==> src/verilog/ssr_pkg.sv <==
// Constants for the synchronous master serial receiver: register map,
// field positions, writable masks and reset values.
// Assumes a 32-bit APB port with an 8-bit byte address.
package ssr_pkg;
  // Register byte offsets, one aligned word each.
  localparam logic [7:0] OFF_RECEIVE_STATUS_CONTROL = 8'h00;
  localparam logic [7:0] OFF_RECEIVE_DATA_REGISTER = 8'h04;
  localparam logic [7:0] OFF_TRANSMIT_STATUS_CONTROL = 8'h08;
  localparam logic [7:0] OFF_RATE_CONTROL_REGISTER = 8'h0c;
  localparam logic [7:0] OFF_RATE_DIVISOR_HIGH = 8'h10;
  localparam logic [7:0] OFF_RATE_DIVISOR_LOW = 8'h14;
  localparam logic [7:0] OFF_INT_STATUS = 8'h18;
  localparam logic [7:0] OFF_INT_MASK = 8'h1c;
  // Fields of receive_status_control.
  localparam int P_PORT_EN = 7;
  localparam int P_NINE_EN = 6;
  localparam int P_SINGLE_EN = 5;
  localparam int P_CONT_EN = 4;
  localparam int P_FRAME_ERR = 2;
  localparam int P_OVERRUN = 1;
  localparam int P_NINTH_BIT = 0;
  // Fields of transmit_status_control.
  localparam int P_CLK_MASTER = 7;
  localparam int P_SYNC_MODE = 4;
  localparam int P_SHIFT_IDLE = 1;
  // Fields of rate_control_register.
  localparam int P_RX_IDLE = 6;
  localparam int P_CLK_POL = 4;
  localparam int P_WIDE_DIV = 3;
  // Bits that software may write in each control register.
  localparam logic [7:0] RSC_WR_MASK = 8'hf8;
  localparam logic [7:0] TXS_WR_MASK = 8'hfd;
  localparam logic [7:0] RCR_WR_MASK = 8'h3b;
  // Reset value shared by all control registers.
  localparam logic [7:0] REG_RESET = 8'h00;
  // Interrupt status and mask layout.
  localparam int INT_W = 2;
  localparam int I_RX_DONE = 0;
  localparam int I_OVERRUN = 1;
  // Word length limits, counted from zero.
  localparam logic [3:0] LAST_BIT_8 = 4'h7;
  localparam logic [3:0] LAST_BIT_9 = 4'h8;
  // Receive engine states.
  typedef enum logic {
    ST_IDLE = 1'b0,
    ST_SHIFT = 1'b1
  } ssr_state_e;
endpackage

==> src/verilog/ssr_sync_rx.sv <==
// Receive path of a synchronous serial port acting as clock master.
// Assumes an APB master on ref_clk and a slave that changes data while
// the shift clock is high, so data is stable at the falling edge.
`timescale 1ns/10ps

// Operation
// - Either receive enable starts reception in sync mode
// - Sample data on falling shift clock edge, rising edge when clock polarity is inverted
// - Single enable receives exactly one word
// - Continuous enable receives until software clears it or an overrun halts it
// - Both enables set behaves as continuous
// - Nine-bit mode keeps ninth bit in status
// - Word done sets flag, interrupt if enabled
// - Status shows overrun errors; the framing error bit always reads zero
// - Low eight bits go to data register
// - Clearing continuous enable clears latched errors
module ssr_sync_rx (
  input wire logic ref_clk,
  input wire logic rst_b,
  input wire logic psel,
  input wire logic penable,
  input wire logic pwrite,
  input wire logic [7:0] paddr,
  input wire logic [31:0] pwdata,
  output logic [31:0] prdata,
  output logic pready,
  output logic pslverr,
  input wire logic serial_data_pin_i,
  output logic serial_data_pin_o,
  output logic serial_data_pin_oe_b,
  output logic shift_clock_o,
  output logic shift_clock_oe_b,
  output logic irq
);

  // True for every offset that holds a register.
  function automatic logic is_mapped(input logic [7:0] a);
    is_mapped = (a[1:0] == 2'b00) && (a <= ssr_pkg::OFF_INT_MASK);
  endfunction
  // Input synchroniser stages and the filtered data level.
  logic s1_q, s2_q, s3_q, filt_q, filt_d;
  // Software-visible control registers.
  logic [7:0] rsc_q, rsc_d, txs_q, txs_d, rcr_q, rcr_d;
  logic [7:0] divh_q, divh_d, divl_q, divl_d;
  // Receive buffer, its full flag, the error flag and the ninth bit.
  logic [7:0] rxbuf_q, rxbuf_d;
  logic full_q, full_d, overrun_error_flag_q, overrun_error_flag_d, ninth_q, ninth_d;
  // Interrupt status and mask.
  logic [ssr_pkg::INT_W-1:0] ist_q, ist_d, imask_q, imask_d;
  // Receive engine.
  ssr_pkg::ssr_state_e st_q, st_d;
  logic [15:0] cnt_q, cnt_d;
  logic phase_q, phase_d;
  logic [3:0] bit_q, bit_d;
  logic [8:0] sh_q, sh_d;
  // Registered read data.
  logic [31:0] prdata_q, prdata_d;
  // Decoded bus strobes and engine helpers.
  logic wr, rd, setup, mode_ok, want, fall, done;
  logic [15:0] half;
  logic [8:0] sh_new;
  logic [7:0] word;
  logic [3:0] last;
  logic [7:0] rmux;
  // The data pin is only an input here, so its driver stays off.
  assign serial_data_pin_o = 1'b0;
  assign serial_data_pin_oe_b = 1'b1;
  // Zero-wait slave: read data is prepared in the setup cycle.
  assign pready = 1'b1;
  assign pslverr = psel & penable & ~is_mapped(paddr);
  assign prdata = prdata_q;
  assign irq = |(ist_q & imask_q);
  // A data change counts only when the second and third stages agree,
  // which rejects a one-cycle glitch at the cost of a cycle of delay.
  always_comb begin
    filt_d = filt_q;
    if (s2_q == s3_q) begin
      filt_d = s3_q;
    end
  end
  // Synchroniser and filter flops.
  always_ff @(posedge ref_clk or negedge rst_b) begin
    if (!rst_b) begin
      s1_q <= 1'b0;
      s2_q <= 1'b0;
      s3_q <= 1'b0;
      filt_q <= 1'b0;
    end else begin
      s1_q <= serial_data_pin_i;
      s2_q <= s1_q;
      s3_q <= s2_q;
      filt_q <= filt_d;
    end
  end
  // Bus strobes; a write or read side effect lands on the access edge.
  assign setup = psel & ~penable;
  assign wr = psel & penable & pwrite;
  assign rd = psel & penable & ~pwrite;
  // Master receive needs sync mode, port enable and master clock.
  assign mode_ok = rsc_q[ssr_pkg::P_PORT_EN] & txs_q[ssr_pkg::P_SYNC_MODE]
                   & txs_q[ssr_pkg::P_CLK_MASTER];
  // Either enable starts reception; an overrun holds it off.
  assign want = mode_ok & ~overrun_error_flag_q
                & (rsc_q[ssr_pkg::P_SINGLE_EN] | rsc_q[ssr_pkg::P_CONT_EN]);
  // Half period of the shift clock in ref_clk cycles, minus one.
  assign half = rcr_q[ssr_pkg::P_WIDE_DIV] ? {divh_q, divl_q} : {8'h00, divl_q};
  // A falling edge of the internal clock phase is the sample point.
  assign fall = (st_q == ssr_pkg::ST_SHIFT) & want & (cnt_q == half) & phase_q;
  // Bits arrive least significant first and enter at the top.
  assign sh_new = {filt_q, sh_q[8:1]};
  assign last = rsc_q[ssr_pkg::P_NINE_EN] ? ssr_pkg::LAST_BIT_9 : ssr_pkg::LAST_BIT_8;
  assign done = fall & (bit_q == last);
  // Low eight bits of the finished word.
  assign word = rsc_q[ssr_pkg::P_NINE_EN] ? sh_new[7:0] : sh_new[8:1];
  // The clock pin idles at the polarity level and is driven while
  // the port is in master sync mode.
  assign shift_clock_o = ((st_q == ssr_pkg::ST_SHIFT) & phase_q)
                         ^ rcr_q[ssr_pkg::P_CLK_POL];
  assign shift_clock_oe_b = ~mode_ok;
  // Read multiplexer; status bits come from live engine state, except the constant framing error and shift idle bits.
  always_comb begin
    rmux = 8'h00;
    unique case (paddr)
      ssr_pkg::OFF_RECEIVE_STATUS_CONTROL: begin
        rmux = rsc_q;
        rmux[ssr_pkg::P_FRAME_ERR] = 1'b0;
        rmux[ssr_pkg::P_OVERRUN] = overrun_error_flag_q;
        rmux[ssr_pkg::P_NINTH_BIT] = ninth_q;
      end
      ssr_pkg::OFF_RECEIVE_DATA_REGISTER: rmux = rxbuf_q;
      ssr_pkg::OFF_TRANSMIT_STATUS_CONTROL: begin
        rmux = txs_q;
        rmux[ssr_pkg::P_SHIFT_IDLE] = 1'b1;
      end
      ssr_pkg::OFF_RATE_CONTROL_REGISTER: begin
        rmux = rcr_q;
        rmux[ssr_pkg::P_RX_IDLE] = (st_q == ssr_pkg::ST_IDLE);
      end
      ssr_pkg::OFF_RATE_DIVISOR_HIGH: rmux = divh_q;
      ssr_pkg::OFF_RATE_DIVISOR_LOW: rmux = divl_q;
      ssr_pkg::OFF_INT_STATUS: rmux = {6'h00, ist_q};
      ssr_pkg::OFF_INT_MASK: rmux = {6'h00, imask_q};
      default: rmux = 8'h00;
    endcase
    prdata_d = prdata_q;
    if (setup) begin
      prdata_d = {24'h000000, rmux};
    end
  end
  // Next values of registers and the receive engine. Hardware clears are
  // applied before software writes, and hardware sets after every clear,
  // so an event in the clearing cycle is never lost.
  always_comb begin
    rsc_d = rsc_q;
    txs_d = txs_q;
    rcr_d = rcr_q;
    divh_d = divh_q;
    divl_d = divl_q;
    rxbuf_d = rxbuf_q;
    full_d = full_q;
    overrun_error_flag_d = overrun_error_flag_q;
    ninth_d = ninth_q;
    ist_d = ist_q;
    imask_d = imask_q;
    st_d = st_q;
    cnt_d = cnt_q;
    phase_d = phase_q;
    bit_d = bit_q;
    sh_d = sh_q;
    // Single mode ends after one word when continuous is off.
    if (done && !rsc_q[ssr_pkg::P_CONT_EN]) begin
      rsc_d[ssr_pkg::P_SINGLE_EN] = 1'b0;
    end
    if (wr) begin
      unique case (paddr)
        ssr_pkg::OFF_RECEIVE_STATUS_CONTROL: begin
          rsc_d = pwdata[7:0] & ssr_pkg::RSC_WR_MASK;
          // Dropping continuous enable clears the latched error.
          if (!pwdata[ssr_pkg::P_CONT_EN]) begin
            overrun_error_flag_d = 1'b0;
          end
        end
        ssr_pkg::OFF_TRANSMIT_STATUS_CONTROL: begin
          txs_d = pwdata[7:0] & ssr_pkg::TXS_WR_MASK;
        end
        ssr_pkg::OFF_RATE_CONTROL_REGISTER: begin
          rcr_d = pwdata[7:0] & ssr_pkg::RCR_WR_MASK;
        end
        ssr_pkg::OFF_RATE_DIVISOR_HIGH: divh_d = pwdata[7:0];
        ssr_pkg::OFF_RATE_DIVISOR_LOW: divl_d = pwdata[7:0];
        ssr_pkg::OFF_INT_STATUS: ist_d = ist_q & ~pwdata[ssr_pkg::INT_W-1:0];
        ssr_pkg::OFF_INT_MASK: imask_d = pwdata[ssr_pkg::INT_W-1:0];
        default: ; // Unmapped writes change nothing and answer with an error.
      endcase
    end
    // Reading the data register empties the buffer.
    if (rd && (paddr == ssr_pkg::OFF_RECEIVE_DATA_REGISTER)) begin
      full_d = 1'b0;
    end
    unique case (st_q)
      ssr_pkg::ST_IDLE: begin
        cnt_d = 16'h0000;
        phase_d = 1'b0;
        bit_d = 4'h0;
        if (want) begin
          st_d = ssr_pkg::ST_SHIFT;
        end
      end
      ssr_pkg::ST_SHIFT: begin
        if (!want) begin
          // Enables cleared or an overrun: stop at once, clock idle.
          st_d = ssr_pkg::ST_IDLE;
          phase_d = 1'b0;
        end else if (cnt_q == half) begin
          // Each half period toggles the shift clock.
          cnt_d = 16'h0000;
          phase_d = ~phase_q;
          if (fall) begin
            sh_d = sh_new;
            bit_d = bit_q + 4'h1;
          end
          if (done) begin
            bit_d = 4'h0;
            if (full_q && !(rd && paddr == ssr_pkg::OFF_RECEIVE_DATA_REGISTER)) begin
              // Unread data still waits: drop the word and halt.
              overrun_error_flag_d = 1'b1;
              ist_d[ssr_pkg::I_OVERRUN] = 1'b1;
            end else begin
              rxbuf_d = word;
              ninth_d = rsc_q[ssr_pkg::P_NINE_EN] & sh_new[8];
              full_d = 1'b1;
              ist_d[ssr_pkg::I_RX_DONE] = 1'b1;
            end
            // Continuous wins over single and keeps going.
            if (!rsc_q[ssr_pkg::P_CONT_EN]) begin
              st_d = ssr_pkg::ST_IDLE;
            end
          end
        end else begin
          cnt_d = cnt_q + 16'h0001;
        end
      end
    endcase
  end

  // Register stage for control, buffer, interrupt and engine state.
  always_ff @(posedge ref_clk or negedge rst_b) begin
    if (!rst_b) begin
      rsc_q <= ssr_pkg::REG_RESET;
      txs_q <= ssr_pkg::REG_RESET;
      rcr_q <= ssr_pkg::REG_RESET;
      divh_q <= ssr_pkg::REG_RESET;
      divl_q <= ssr_pkg::REG_RESET;
      rxbuf_q <= ssr_pkg::REG_RESET;
      full_q <= 1'b0;
      overrun_error_flag_q <= 1'b0;
      ninth_q <= 1'b0;
      ist_q <= '0;
      imask_q <= '0;
      st_q <= ssr_pkg::ST_IDLE;
      cnt_q <= 16'h0000;
      phase_q <= 1'b0;
      bit_q <= 4'h0;
      sh_q <= 9'h000;
      prdata_q <= 32'h00000000;
    end else begin
      rsc_q <= rsc_d;
      txs_q <= txs_d;
      rcr_q <= rcr_d;
      divh_q <= divh_d;
      divl_q <= divl_d;
      rxbuf_q <= rxbuf_d;
      full_q <= full_d;
      overrun_error_flag_q <= overrun_error_flag_d;
      ninth_q <= ninth_d;
      ist_q <= ist_d;
      imask_q <= imask_d;
      st_q <= st_d;
      cnt_q <= cnt_d;
      phase_q <= phase_d;
      bit_q <= bit_d;
      sh_q <= sh_d;
      prdata_q <= prdata_d;
    end
  end
endmodule
==> config.mk <==
export PLATFORM = sky130hd
export DESIGN_NAME = ssr_sync_rx
export DESIGN_NICKNAME = d
export VERILOG_FILES = /design/src/verilog/ssr_pkg.sv /design/src/verilog/ssr_sync_rx.sv
export SDC_FILE = /design/constraint.sdc
export NUM_CORES = 1
export LEC_CHECK = 0
export ABC_AREA = 1
export BUFFER_PORTS_ARGS = -buffer_cell sky130_fd_sc_hd__buf_2
export CAP_MARGIN = 20
export CORE_ASPECT_RATIO = 1.5
export CORE_MARGIN = 2
export CORE_UTILIZATION = 61
export DETAILED_ROUTE_END_ITERATION = 8
export PLACE_DENSITY_LB_ADDON = 0.3
export SYNTH_ARGS = -nofsm -noshare
export SYNTH_HDL_FRONTEND = slang
export SYNTH_SLANG_ARGS = --single-unit
==> constraint.sdc <==
create_clock -name ref_clk -period 3 [get_ports ref_clk]
set_input_delay 0 -clock ref_clk [delete_from_list [all_inputs] [get_ports ref_clk]]
set_output_delay 0 -clock ref_clk [all_outputs]
set_load 0.03 [all_outputs]
Yosys cells after proc, flatten, opt, wreduce, memory -nomap -nowiden
Cells that the tools add are included.
- $add $sub $neg: 2
- $mul: 0
- divide/modulo/power cells: 0
- magnitude comparators: 1
- equal/unequal tests: 14
- shifts and indexed selects: 0
- mux-type cells: 46
- bitwise gates (word level): 28
- reduce and logical (&&, ||, !) cells: 18
- operators by type and width (kind ; count):
    $pmux 8 s8 ; 1
    $mux 16 ; 3
    $eq 8x5->1 const B ; 4
    $pmux 16 s2 ; 1
    $mux 1 ; 24
    $mux 4 ; 5
    $add 16x1->16 const B ; 1
    $eq 16x16->1 ; 1
    $eq 8x4->1 const B ; 2
    $and 1x1->1 ; 15
    $mux 2 ; 6
    $mux 6 ; 2
    $reduce_and 2->1 ; 6
    $eq 8x3->1 const B ; 1
    $le 8x5->1 const B ; 1
    $logic_not 8->1 ; 1
    $mux 8 ; 1
    $not 1->1 ; 8
    $pmux 4 s2 ; 1
    $reduce_and 5->1 ; 1
    $add 4x1->4 const B ; 1
    $and 2x2->2 ; 2
    $eq 4x4->1 ; 1
    $logic_and 1x1->1 ; 4
    13 further kinds ; 16
- register bits: 91
- bits in latches: 0
- memory bits (writable): 0
- ROM bits: 0
- input port bits: 46
- output and inout port bits: 39
- word-level logic and storage cells: 131
- memories: 0

Longest topological paths before layout
Gate-level depths: netlist of run 1.
- depth after elaboration: 12
- mapped depth: 13

Worst setup path after synthesis of run 1
No wires, ideal clock.
- kind: reg-to-reg
- start: register rcr_q[3]
- end: register bit_q[0]
- arrival time: 1.520 ns
- required time: 2.883 ns
- path slack: 1.363 ns
- cell stages (with the launch flop): 13
- buffers on the path: 2
- clock period less this slack: 1.637 ns
- cell sequence: dfrtp_1 > buf_6 > buf_6 > nand3_1 > nand2_1 > nor2_1 > nand2_1 > nor2_4 > nand3_2 > nor2_4 > nand2_1 > nand3_1 > nand2_1
- word-level cells in the longest chain between the ends: 9
- RTL lines (what ; line ; source):
    from (decl) ; ssr_sync_rx.sv:43 ; logic [7:0] rsc_q, rsc_d, txs_q, txs_d, rcr_q, rcr_d;
    from (signal assigned) ; ssr_sync_rx.sv:251 ; rcr_q <= ssr_pkg::REG_RESET;
    from (signal assigned) ; ssr_sync_rx.sv:269 ; rcr_q <= rcr_d;
    $mux 16 * ; ssr_sync_rx.sv:106 ; assign half = rcr_q[ssr_pkg::P_WIDE_DIV] ? {divh_q, divl_q} : {8'h00, divl_q};
    $eq 16x16->1 * ; ssr_sync_rx.sv:108, ssr_sync_rx.sv:214 ;
    $and 1x1->1 (2 in series) ; ssr_sync_rx.sv:108 ; assign fall = (st_q == ssr_pkg::ST_SHIFT) & want & (cnt_q == half) & phase_q;
    $and 1x1->1 ; ssr_sync_rx.sv:112 ; assign done = fall & (bit_q == last);
    $mux 4 ; ssr_sync_rx.sv:222 ; if (done) begin
    $mux 4 ; ssr_sync_rx.sv:214 ; end else if (cnt_q == half) begin
    $mux 4 ; ssr_sync_rx.sv:210 ; if (!want) begin
    $pmux 4 s2 ; ssr_sync_rx.sv:200 ; unique case (st_q)
    to (signal assigned) ; ssr_sync_rx.sv:281 ; bit_q <= bit_d;
    to (decl) ; ssr_sync_rx.sv:54 ; logic [3:0] bit_q, bit_d;
Mark *: on every way between the ends. The rest lies on a longest branch, timed or not. The select of a mux whose other input is x is not followed.
A chain may end at the register's enable or synchronous reset.

Worst setup path after layout of run 1
- start: register rcr_q[3]
- end: register ninth_q
- word-level cells in the longest chain between the ends: 6
- RTL lines (what ; line ; source):
    $mux 16 * ; ssr_sync_rx.sv:106 ;
    $eq 16x16->1 * ; ssr_sync_rx.sv:108, ssr_sync_rx.sv:214 ;
    $and 1x1->1 (2 in series) ; ssr_sync_rx.sv:108 ;
    $and 1x1->1 ; ssr_sync_rx.sv:112 ;
    $reduce_and 5->1 (no source line) * ; n/a ;
    to (signal assigned) ; ssr_sync_rx.sv:275 ; ninth_q <= ninth_d;
    to (decl) ; ssr_sync_rx.sv:47 ; logic full_q, full_d, overrun_error_flag_q, overrun_error_flag_d, ninth_q, ninth_d;
Mark *: on every way between the ends. The rest lies on a longest branch, timed or not.

==> impl_results.md, run 1 <==
* Outcome: complete, no violations
* IO Pins at 85
* CP startpoint: rcr_q[3]
* Post-detailed-route count of antenna-violating nets at 0
* Asr flop ratio synth at 100.0%
* Static Leak at 2.701 nW
* Maxcap violations at 0
* Dominant synthesized flop cell: dfrtp_1
* Critical R2R Launch: rcr_q[3]
* CTS Buf Count at 9
* Synth top area cells: dfrtp_1 (46%), nand2_1 (17%), o21ai_0 (7.0%)
* Post-Syn Instances at 642
* Worst skew pair latency at 0.35 ns
* CP most frequent cell: nand2_1
* Critical Path Stages at 11
* Peak supply drop at 0.4431 mV
* Clock skew at 0.005333 ns
* Crit path max fanout at 18
* Share of cells above drive strength 1 at 9.767%
* Final setup viols at 0
* Slew headroom at 55.51%
* Avg WL per Cell at 14.93 um
* CP peak stage delay at 0.77 ns
* Starting density of the core at 62.03%
* TritonCTS clock tree: done
* Final WS setup at 0.6855 ns
* Bufs and invs on worst path at 0
* Fillers at 673
* Register-to-Register Path Depth at 11
* Area grow syn2layout at 9.949%
* Synth warn at 0
* ANT cells at 0
* Number of synthesized flops with an enable pin at 0
* Site Rows at 40
* Total GRT Usage at 28.84%
* Hold Violations, Final at 0
* Footprint of the multi-input gates at 0.002188 mm^2
* Setup_tns at 0 ns
* Register area share after synthesis at 45.92%
* Root buffer cell: clkbuf_16
* Dpl ws at 0.7367 ns
* Vias in the first global route at 4182
* Cells along the critical path: nand2_1, nand2_1, nand2_1, nor2_1, nand2_1, nor2_4, nand3_2, nor2_4, nand3_4, nand2_1, nand2_1
* Maximum number of pins on one net before global-route repair at 34
* Syn Std Cell Area at 0.004905 mm^2
* Final Max Slew Viols at 0
* Routed wire length at 11.81 mm
* Worst setup SP type: flop
* Drc violations at 0
* Syn_area_per_cell at 7.640 um^2
* Gpl congestion at 0.9528
* Distinct cells, synth at 38
* Overflow left after global routing at 0
* Slew at the pin closest to its max-slew limit at 0.6649 ns
* Post-DP HPWL at 8.782 mm
* Critical path type: flop to flop
* RSZ-0062 raised after global routing: false
* CP arrival at 2.55 ns
* Synthesized flop and latch total at 90
* First-pass GRT wire length at 19.60 mm
* Buffers on Ports at 33
* Worst-path clk slew at 0.06 ns
* CP top delay family: simple AND/OR/NAND/NOR gates
* DIE HEIGHT at 113.8 um
* CORE AREA at 0.007908 mm^2
* CP endpoint: ninth_q
* Clk buf depth at 2
* Hold Path Stages at 3
* Tcrit/Tclk final at 77.15%
* Post-synth top area cell: dfrtp_1
* Critical Path Slowest Stage Cell: dfrtp_1
* Endpoint class of the critical path: flop
* Worst EP required at 3.23 ns
* Detailed Routing Iterations Pass 1 at 6
* Nets at 730
* Drt initial violations at 340
* R2r setup slk at 0.69 ns
* Via count at 4238
* Final min period at 2.314 ns
* Power per cell area at 461.8 mW/mm^2
* Die W at 77.22 um
* Post-synth top cells: nand2_1 (225), dfrtp_1 (90), o21ai_0 (69)
* H-tree depth at 3
* Vias per cell at 5.358
* Clock sinks at 90
* Antenna violations before repair at 0
* Hold Path Class: input pin to flop
* Die area at 0.008789 mm^2
* Reg-to-reg endpoint: ninth_q
* FF+latch area at 0.002252 mm^2
* Yosys top cell area share at 45.92%
* Most frequent cell after synthesis: nand2_1
* Fmax at 0.4321 GHz
==> metal layers <==
layer	share of wire [%]	GRT usage [%]	vias to the layer above
li1	-	-	2071
met1	38	31.73	1987
met2	52	51.36	130
met3	4.1	4.984	50
met4	5.7	17.86	0
met5	0	0	-
==> layout make-up <==
type,count,area share (%)
flip-flops and latches,90,41.76
clock inverters,3,0.7425
well taps,105,2.436
inverters,73,5.081
multi-input cells,465,40.58
repair buffers,43,4.826
clock buffers,12,4.571
==> registers in the layout (all words and copies together) (netlist names), 2 cells and up <==
register / flops
prdata: 8
rsc_q: 5
imask_q: 2
txs_q: 7
divh_q: 8
bit_q: 4
sh_q: 8
divl_q: 8
cnt_q: 16
ist_q: 2
rcr_q: 5
rxbuf_q: 8
==> worst min path at each step <==
stage / from / endpoint / slack [ns]
final: pwdata[3] / divl_q[3] / 0.01
after global routing: pwdata[1] / divl_q[1] / 0.04
after CTS: pwdata[1] / divh_q[1] / 0.007
after detailed placement: rst_b / divh_q[2] / -0.03
after global placement: rst_b / divh_q[0] / -0.04
after floorplan: rst_b / bit_q[0] / -0.30
==> placed cells by master, fill, tap and decap left out, types with 11 or more instances in the layout <==
| cell | instances |
|---|---|
| nor2_1 | 37 |
| dfrtp_1 | 90 |
| nand2_1 | 225 |
| o21ai_0 | 69 |
| conb_1 | 27 |
| nand3_1 | 33 |
| inv_1 | 68 |
| xor2_1 | 11 |
| buf_2 | 32 |
==> worst register-to-register path, delay by kind of cell (launching register included) <==
kind,cells,cell delay (ns)
AND/OR/NAND/NOR,11,1.42
flip-flops,1,0.77
==> power by group <==
part | total [W] | leakage [nW] | internal [W] | switching (W)
clock network | 0.00111 | 0.142 | 0.000661 | 0.000444
logic | 0.000147 | 1.34 | 0.0000317 | 0.000116
registers | 0.00124 | 1.22 | 0.00123 | 0.0000121
==> timing repair <==
action,4_1_cts,5_1_grt
setup buffers,0,0
setup endpoints to repair,0,0
hold endpoints to repair,43,0
hold buffers,7,0
resized for setup,0,0
==> per-stage QoR <==
stage | utilization [%] | instances | hold WS [ns] | power, W | cell area (um^2)
after global placement | 63.69 | 769 | -0.03565 | 0.001397 | 5036
after global routing | 68.20 | 791 | 0.03503 | 0.002574 | 5393
after detailed placement | 63.69 | 769 | -0.02961 | 0.001400 | 5036
after CTS | 68.20 | 791 | 0.007404 | 0.002509 | 5393
final | 68.20 | 791 | 0.01043 | 0.002491 | 5393
after floorplan | - | 667 | -0.2956 | 0.001368 | 4999
==> kinds of logic (layout without fill, tap and decap cells) <==
logic type	after synthesis	after routing	synth area share, %
AOI/OAI and AO/OA	95	95	10.41
xor gates and xnor gates	13	13	2.321
adders and majority gates	3	3	0.7142
buffers and inverters	112	131	11.38
DFF	90	90	45.92
other	2	27	0.1531
and+or+nand+nor	327	327	29.11
No activity file was read; power rests on OpenSTA's default activity.
==> run 2, diff against run 1 <==
Settings changed: CORE_UTILIZATION 61 to 51.
Clock period 3 ns to 1.9 ns, I/O delays scaled along.
==> impl_results.md, run 2 (synthesis results as in run 1) <==
* Site Rows at 43 (+7.5%)
* Die area at 0.01043 mm^2 (+19%)
* Final min period at 1.867 ns (-0.4473 ns)
* Util after Layout at 62.04% (-6.2 points)
* CTS Buf Count at 9 (unchanged)
* Clock sinks at 90 (unchanged)
* Met2 GRT Util at 44.74% (-6.6 points)
* Tcrit/Tclk final at 98.27% (+21 points)
* Peak supply drop at 0.5418 mV (+22%)
* Slew headroom at 62.30% (+6.8 points)
* Sw frac at 22.94% (-0.040 points)
* FF+latch area at 0.002255 mm^2 (+0.11%)
* Most common cell after layout, fill and taps aside: nand2_1
* Hold Violations, Final at 0 (unchanged)
* Root buffer cell: clkbuf_16
* Post-DP HPWL at 9.584 mm (+9.1%)
* Clk buf depth at 2 (unchanged)
* Fmax at 0.5356 GHz (+24%)
* Reg with most FFs: cnt_q
* Gpl congestion at 0.8929 (-6.3%)
* ANT cells at 0 (unchanged)
* Fillers at 799 (+19%)
* Static Leak at 2.875 nW (+6.4%)
* Crit path max fanout at 8 (-10)
* Post-detailed-route count of antenna-violating nets at 0 (unchanged)
* Detailed Routing Iterations Pass 1 at 5 (-1)
* Power per cell area at 683.8 mW/mm^2 (+48%)
* Share of cells above drive strength 1 at 16.55% (+6.8 points)
* P_sw at 0.0009057 W (+58%)
* Via count at 4411 (+4.1%)
* Total GRT Usage at 25.89% (-2.9 points)
* Routed wire length at 12.68 mm (+7.4%)
* Starting density of the core at 52.70% (-9.3 points)
* Worst skew pair latency at 0.34 ns (about the same)
* Buffers on Ports at 33 (unchanged)
* Antenna violations before repair at 0 (unchanged)
* Final setup viols at 0 (unchanged)
* Slew at the pin closest to its max-slew limit at 0.5608 ns (-0.1041 ns)
* Worst setup SP type: flop
* Footprint of the multi-input gates at 0.002270 mm^2 (+3.7%)
* Outcome: complete, no violations
* Hold slack at 0.02304 ns (+0.01261 ns)
* GRT Max-Usage Layer: met2
* Maximum number of pins on one net before global-route repair at 56 (+65%)
* Vias per cell at 5.308 (-0.93%)
* H-tree depth at 3 (unchanged)
* Avg WL per Cell at 15.26 um (+2.2%)
* Drc violations at 0 (unchanged)
* CORE AREA at 0.009308 mm^2 (+18%)
* Internal power at 0.003043 W (+59%)
* TritonCTS clock tree: done
* Maxcap violations at 0 (unchanged)
* Clock skew at 0.007300 ns (+0.001968 ns)
* RSZ-0062 raised after global routing: true
* Seq pwr share at 49.5% (-0.2 points)
* DIE HEIGHT at 124.1 um (+9.0%)
* Hold Path Class: input pin to flop
* Vias in the first global route at 4362 (+4.3%)
* Drt initial violations at 341 (+0.29%)
* Met1 Use GR at 28.33% (-3.4 points)
* Commonest non-fill, non-tap cells in the layout: nand2_1 (217), dfrtp_1 (88), inv_1 (68), o21ai_0 (68), nor2_1 (35)
* Final Max Slew Viols at 0 (unchanged)
* Combinational power share at 6.4% (+0.5 points)
* Endpoint class of the critical path: flop
* Nets at 763 (+4.5%)
* First-pass GRT wire length at 20.89 mm (+6.6%)
* Clock network fraction of design power at 44.1% (-0.3 points)
* Worst EP required at 2.13 ns (-1.10 ns)
* GR Layer Usage met3 at 4.639% (-0.35 points)
* CP arrival at 2.10 ns (-0.45 ns)
* Worst-path clk slew at 0.06 ns (about the same)
* IO Pins at 85 (unchanged)
* Overflow left after global routing at 0 (unchanged)
* Max reg flops at 16 (unchanged)
* Die W at 84.07 um (+8.9%)
* Area grow syn2layout at 17.73%
* Critical path type: flop to flop
## run 2: cell types whose count changed in the layout (fill, tap and decap cells not counted), sizes merged
| cell | before | now |
|---|---|---|
| buf | 36 | 68 |
| nand3 | 37 | 38 |
## run 2: path summary, 6_finish.rpt
check	start	end	slack, ns	cells past startpoint
worst max-delay path	rcr_q[3]	rxbuf_q[1]	0.03	11
worst min-delay path	pwrite	full_q	0.02	5
worst max register to register	rcr_q[3]	rxbuf_q[1]	0.03	11
worst min register to register	s1_q	s2_q	0.37	0
max in group asynchronous	rst_b	rxbuf_q[1]	1.07	3
min in group asynchronous	rst_b	cnt_q[0]	0.17	2
## run 2: critical path: stages, from the launching register on
cell,delay [ns]
dfrtp_2,0.43
buf_6,0.15
nand3_1,0.08
nand2_1,0.06
nor2_1,0.09
nand2_1,0.11
nor2_4,0.13
nand3_2,0.11
nor2_4,0.30
nand3_4,0.16
nand2_1,0.09
nand2_1,0.04
## run 2: what timing repair did
item | 4_1_cts | 5_1_grt
pin swaps | 0 | 8
gates resized for setup | 1 | 25
cloned | 0 | 1
setup endpoints to repair | 20 | 26
hold buffers | 7 | 0
buffers inserted | 0 | 6
endpoints found under the hold margin | 44 | 0
## run 2: per-layer routing
layer | wire [um] | part of all wire (%)
met5 | 0 | 0
met2 | 6526 | 51
met1 | 4799 | 38
met4 | 880 | 6.9
met3 | 474 | 3.7
## run 2: stage by stage
step	worst slack, ns	power (W)	instances	TNS (ns)	instance area, um^2
6_report	0.03280	0.003948	831	0	5774
5_1_grt	-0.05885	0.004099	831	-0.5252	5774
4_1_cts	0.04410	0.003970	824	0	5623
3_5_place_dp	-0.08240	0.002222	802	-1.051	5265
3_3_place_gp	0.02916	0.002218	802	0	5265
2_1_floorplan	0.2628	0.002160	667	0	4999
## run 2: final cells by class
cell class                 count  share of cell area, %
multi-input combinational    466                  39.31
inverter                      73                  4.745
clock buffer                  12                  4.269
sequential                    90                  39.05
tap                          112                  2.427
timing repair buffer          75                  9.512
clock inverter                 3                 0.6934
## run 2: power by group through the flow
stage	registers (W)	logic, W	clock network [W]
global route	0.00195	0.000282	0.00186
global placement	0.00199	0.000231	0
floorplan	0.00198	0.000178	0
detailed placement	0.00199	0.000234	0
CTS	0.00195	0.000246	0.00177
finish	0.00195	0.000254	0.00174
==> run 3, diff against run 2 <==
Settings changed: SETUP_SLACK_MARGIN set to 0.1.
==> impl_results.md, run 3 (synthesis results as in run 1) <==
* Worst skew pair latency at 0.34 ns (about the same)
* Post-DP HPWL at 9.584 mm (unchanged)
* Area grow syn2layout at 19.95%
* Overflow left after global routing at 0 (unchanged)
* Worst setup SP type: flop
* Outcome: finished, violations left
* Commonest non-fill, non-tap cells in the layout: nand2_1 (218), dfrtp_1 (88), inv_1 (67), o21ai_0 (67), buf_2 (32)
* Finished Layout Cells at 837 (+0.72%)
* Maxcap violations at 0 (unchanged)
* Starting density of the core at 52.70% (unchanged)
* Clock sinks at 90 (unchanged)
* Final WS setup at -0.02372 ns (-0.05652 ns)
* Most common cell after layout, fill and taps aside: nand2_1
* Drc violations at 0 (unchanged)
* Violated checks: negative setup slack
* Power per cell area at 672.3 mW/mm^2 (-1.7%)
* Critical Path Slowest Stage Cell: dfrtp_2
* Bufs and invs on worst path at 3 (+2)
* Vias in the first global route at 4433 (+1.6%)
* RSZ-0062 raised after global routing: true
* Die W at 84.07 um (unchanged)
* Slew headroom at 61.07% (-1.2 points)
* Clock skew at 0.006722 ns (-0.0005788 ns)
* Final setup viols at 4 (+4)
* Total GRT Usage at 26.22% (+0.33 points)
* Hold Violations, Final at 0 (unchanged)
* Hold Path Class: input pin to flop
* Slew at the pin closest to its max-slew limit at 0.5791 ns (+0.01831 ns)
* CTS Buf Count at 9 (unchanged)
* Max reg flops at 16 (unchanged)
* Peak supply drop at 0.5390 mV (-0.51%)
* Site Rows at 43 (unchanged)
* Reg with most FFs: cnt_q
* CP top delay family: simple AND/OR/NAND/NOR gates
* Placed Area at 0.005265 mm^2 (unchanged)
* # placed instances at 802 (unchanged)
* FF+latch area at 0.002255 mm^2 (unchanged)
* Fillers at 783 (-2.0%)
* Gpl congestion at 0.8929 (unchanged)
* Drt initial violations at 318 (-6.7%)
* Via count at 4475 (+1.5%)
* Static Leak at 2.910 nW (+1.2%)
* ANT cells at 0 (unchanged)
* Avg WL per Cell at 15.57 um (+2.0%)
* Cells along the critical path: buf_6, nand3_1, nand2_1, nor2_2, nand2_2, nor2_4, buf_6, nand4_4, nor2_4, clkbuf_16, nand3_2, nand2_1
* Crit path max fanout at 8 (unchanged)
* Maximum number of pins on one net before global-route repair at 56 (unchanged)
* Worst-path clk slew at 0.06 ns (about the same)
* Post-detailed-route count of antenna-violating nets at 0 (unchanged)
* IO Pins at 85 (unchanged)
* Share of cells above drive strength 1 at 18.48% (+1.9 points)
* Final Power at 0.003955 W (+0.17%)
* Clk buf depth at 2 (unchanged)
* Cell area after layout at 0.005883 mm^2 (+1.9%)
* Root buffer cell: clkbuf_16
* First-pass GRT wire length at 21.15 mm (+1.2%)
* Final min period at 1.924 ns (+0.05652 ns)
* Die area at 0.01043 mm^2 (unchanged)
* Footprint of the multi-input gates at 0.002297 mm^2 (+1.2%)
* Fmax at 0.5198 GHz (-2.9%)
* DIE HEIGHT at 124.1 um (unchanged)
* H-tree depth at 3 (unchanged)
* CORE AREA at 0.009308 mm^2 (unchanged)
* Critical path type: flop to flop
* Routed wire length at 13.03 mm (+2.7%)
* Detailed Routing Iterations Pass 1 at 5 (unchanged)
* Tcrit/Tclk final at 101.2% (+3.0 points)
* CP peak stage delay at 0.43 ns (about the same)
* Antenna violations before repair at 0 (unchanged)
* Final Max Slew Viols at 0 (unchanged)
* Buffers on Ports at 33 (unchanged)
* CP arrival at 2.20 ns (+0.10 ns)
* Nets at 769 (+0.79%)
* Endpoint class of the critical path: flop
* Setup_tns at -0.04185 ns (-0.04185 ns)
* Vias per cell at 5.346 (+0.72%)
* Worst EP required at 2.18 ns (+0.05 ns)
* TritonCTS clock tree: done
[run 3: cell type report]
cell class	instances	area share [%]
clock buffers	12	4.190
clock inverters	3	0.6806
inverters	73	4.658
multi-input cells	466	39.05
flip-flops and latches	90	38.32
well taps	112	2.382
repair buffers	81	10.72
[run 3: worst paths after layout]
kind,cells after the start,from,end,slack (ns)
setup / recovery,12,rcr_q[3],rxbuf_q[2],-0.02
hold / removal,5,pwrite,full_q,0.03
setup reg to reg,12,rcr_q[3],rxbuf_q[2],-0.02
hold reg to reg,0,s1_q,s2_q,0.37
max in group asynchronous,3,rst_b,rcr_q[3],1.08
min in group asynchronous,2,rst_b,cnt_q[0],0.16
[run 3: routing by layer]
layer | routed length, um | track usage (%)
met4 | 913 | 19.76
met3 | 514 | 4.573
met1 | 4852 | 28.29
met5 | 0 | 0
met2 | 6748 | 45.83
[run 3: tightest hold or removal path, stage by stage]
cell     delay (ns)
buf_2          0.07
inv_1          0.04
nand3_1        0.07
nand2_1        0.07
nand2_1        0.08
[run 3: through the flow]
step	util, %	worst slack, ns	hold WS [ns]
floorplan	-	0.2628	-0.2956
global placement	56.57	0.02916	-0.01000
detailed placement	56.57	-0.08240	-0.006669
CTS	61.31	0.1009	0.02253
global route	63.21	-0.09760	0.06242
finish	63.21	-0.02372	0.02737
[run 3: repair_timing]
action,CTS,global route
pin swaps,9,22
endpoints found under the setup margin,42,40
hold buffers,7,0
cloned,1,1
setup buffers,6,5
endpoints found under the hold margin,44,0
gates resized for setup,11,30
[run 3: report_power, final]
part | switching (W) | internal [W]
Clock | 0.000700 | 0.00104
Combinational | 0.000192 | 0.0000664
Sequential | 0.0000173 | 0.00194
Total | 0.000909 | 0.00305
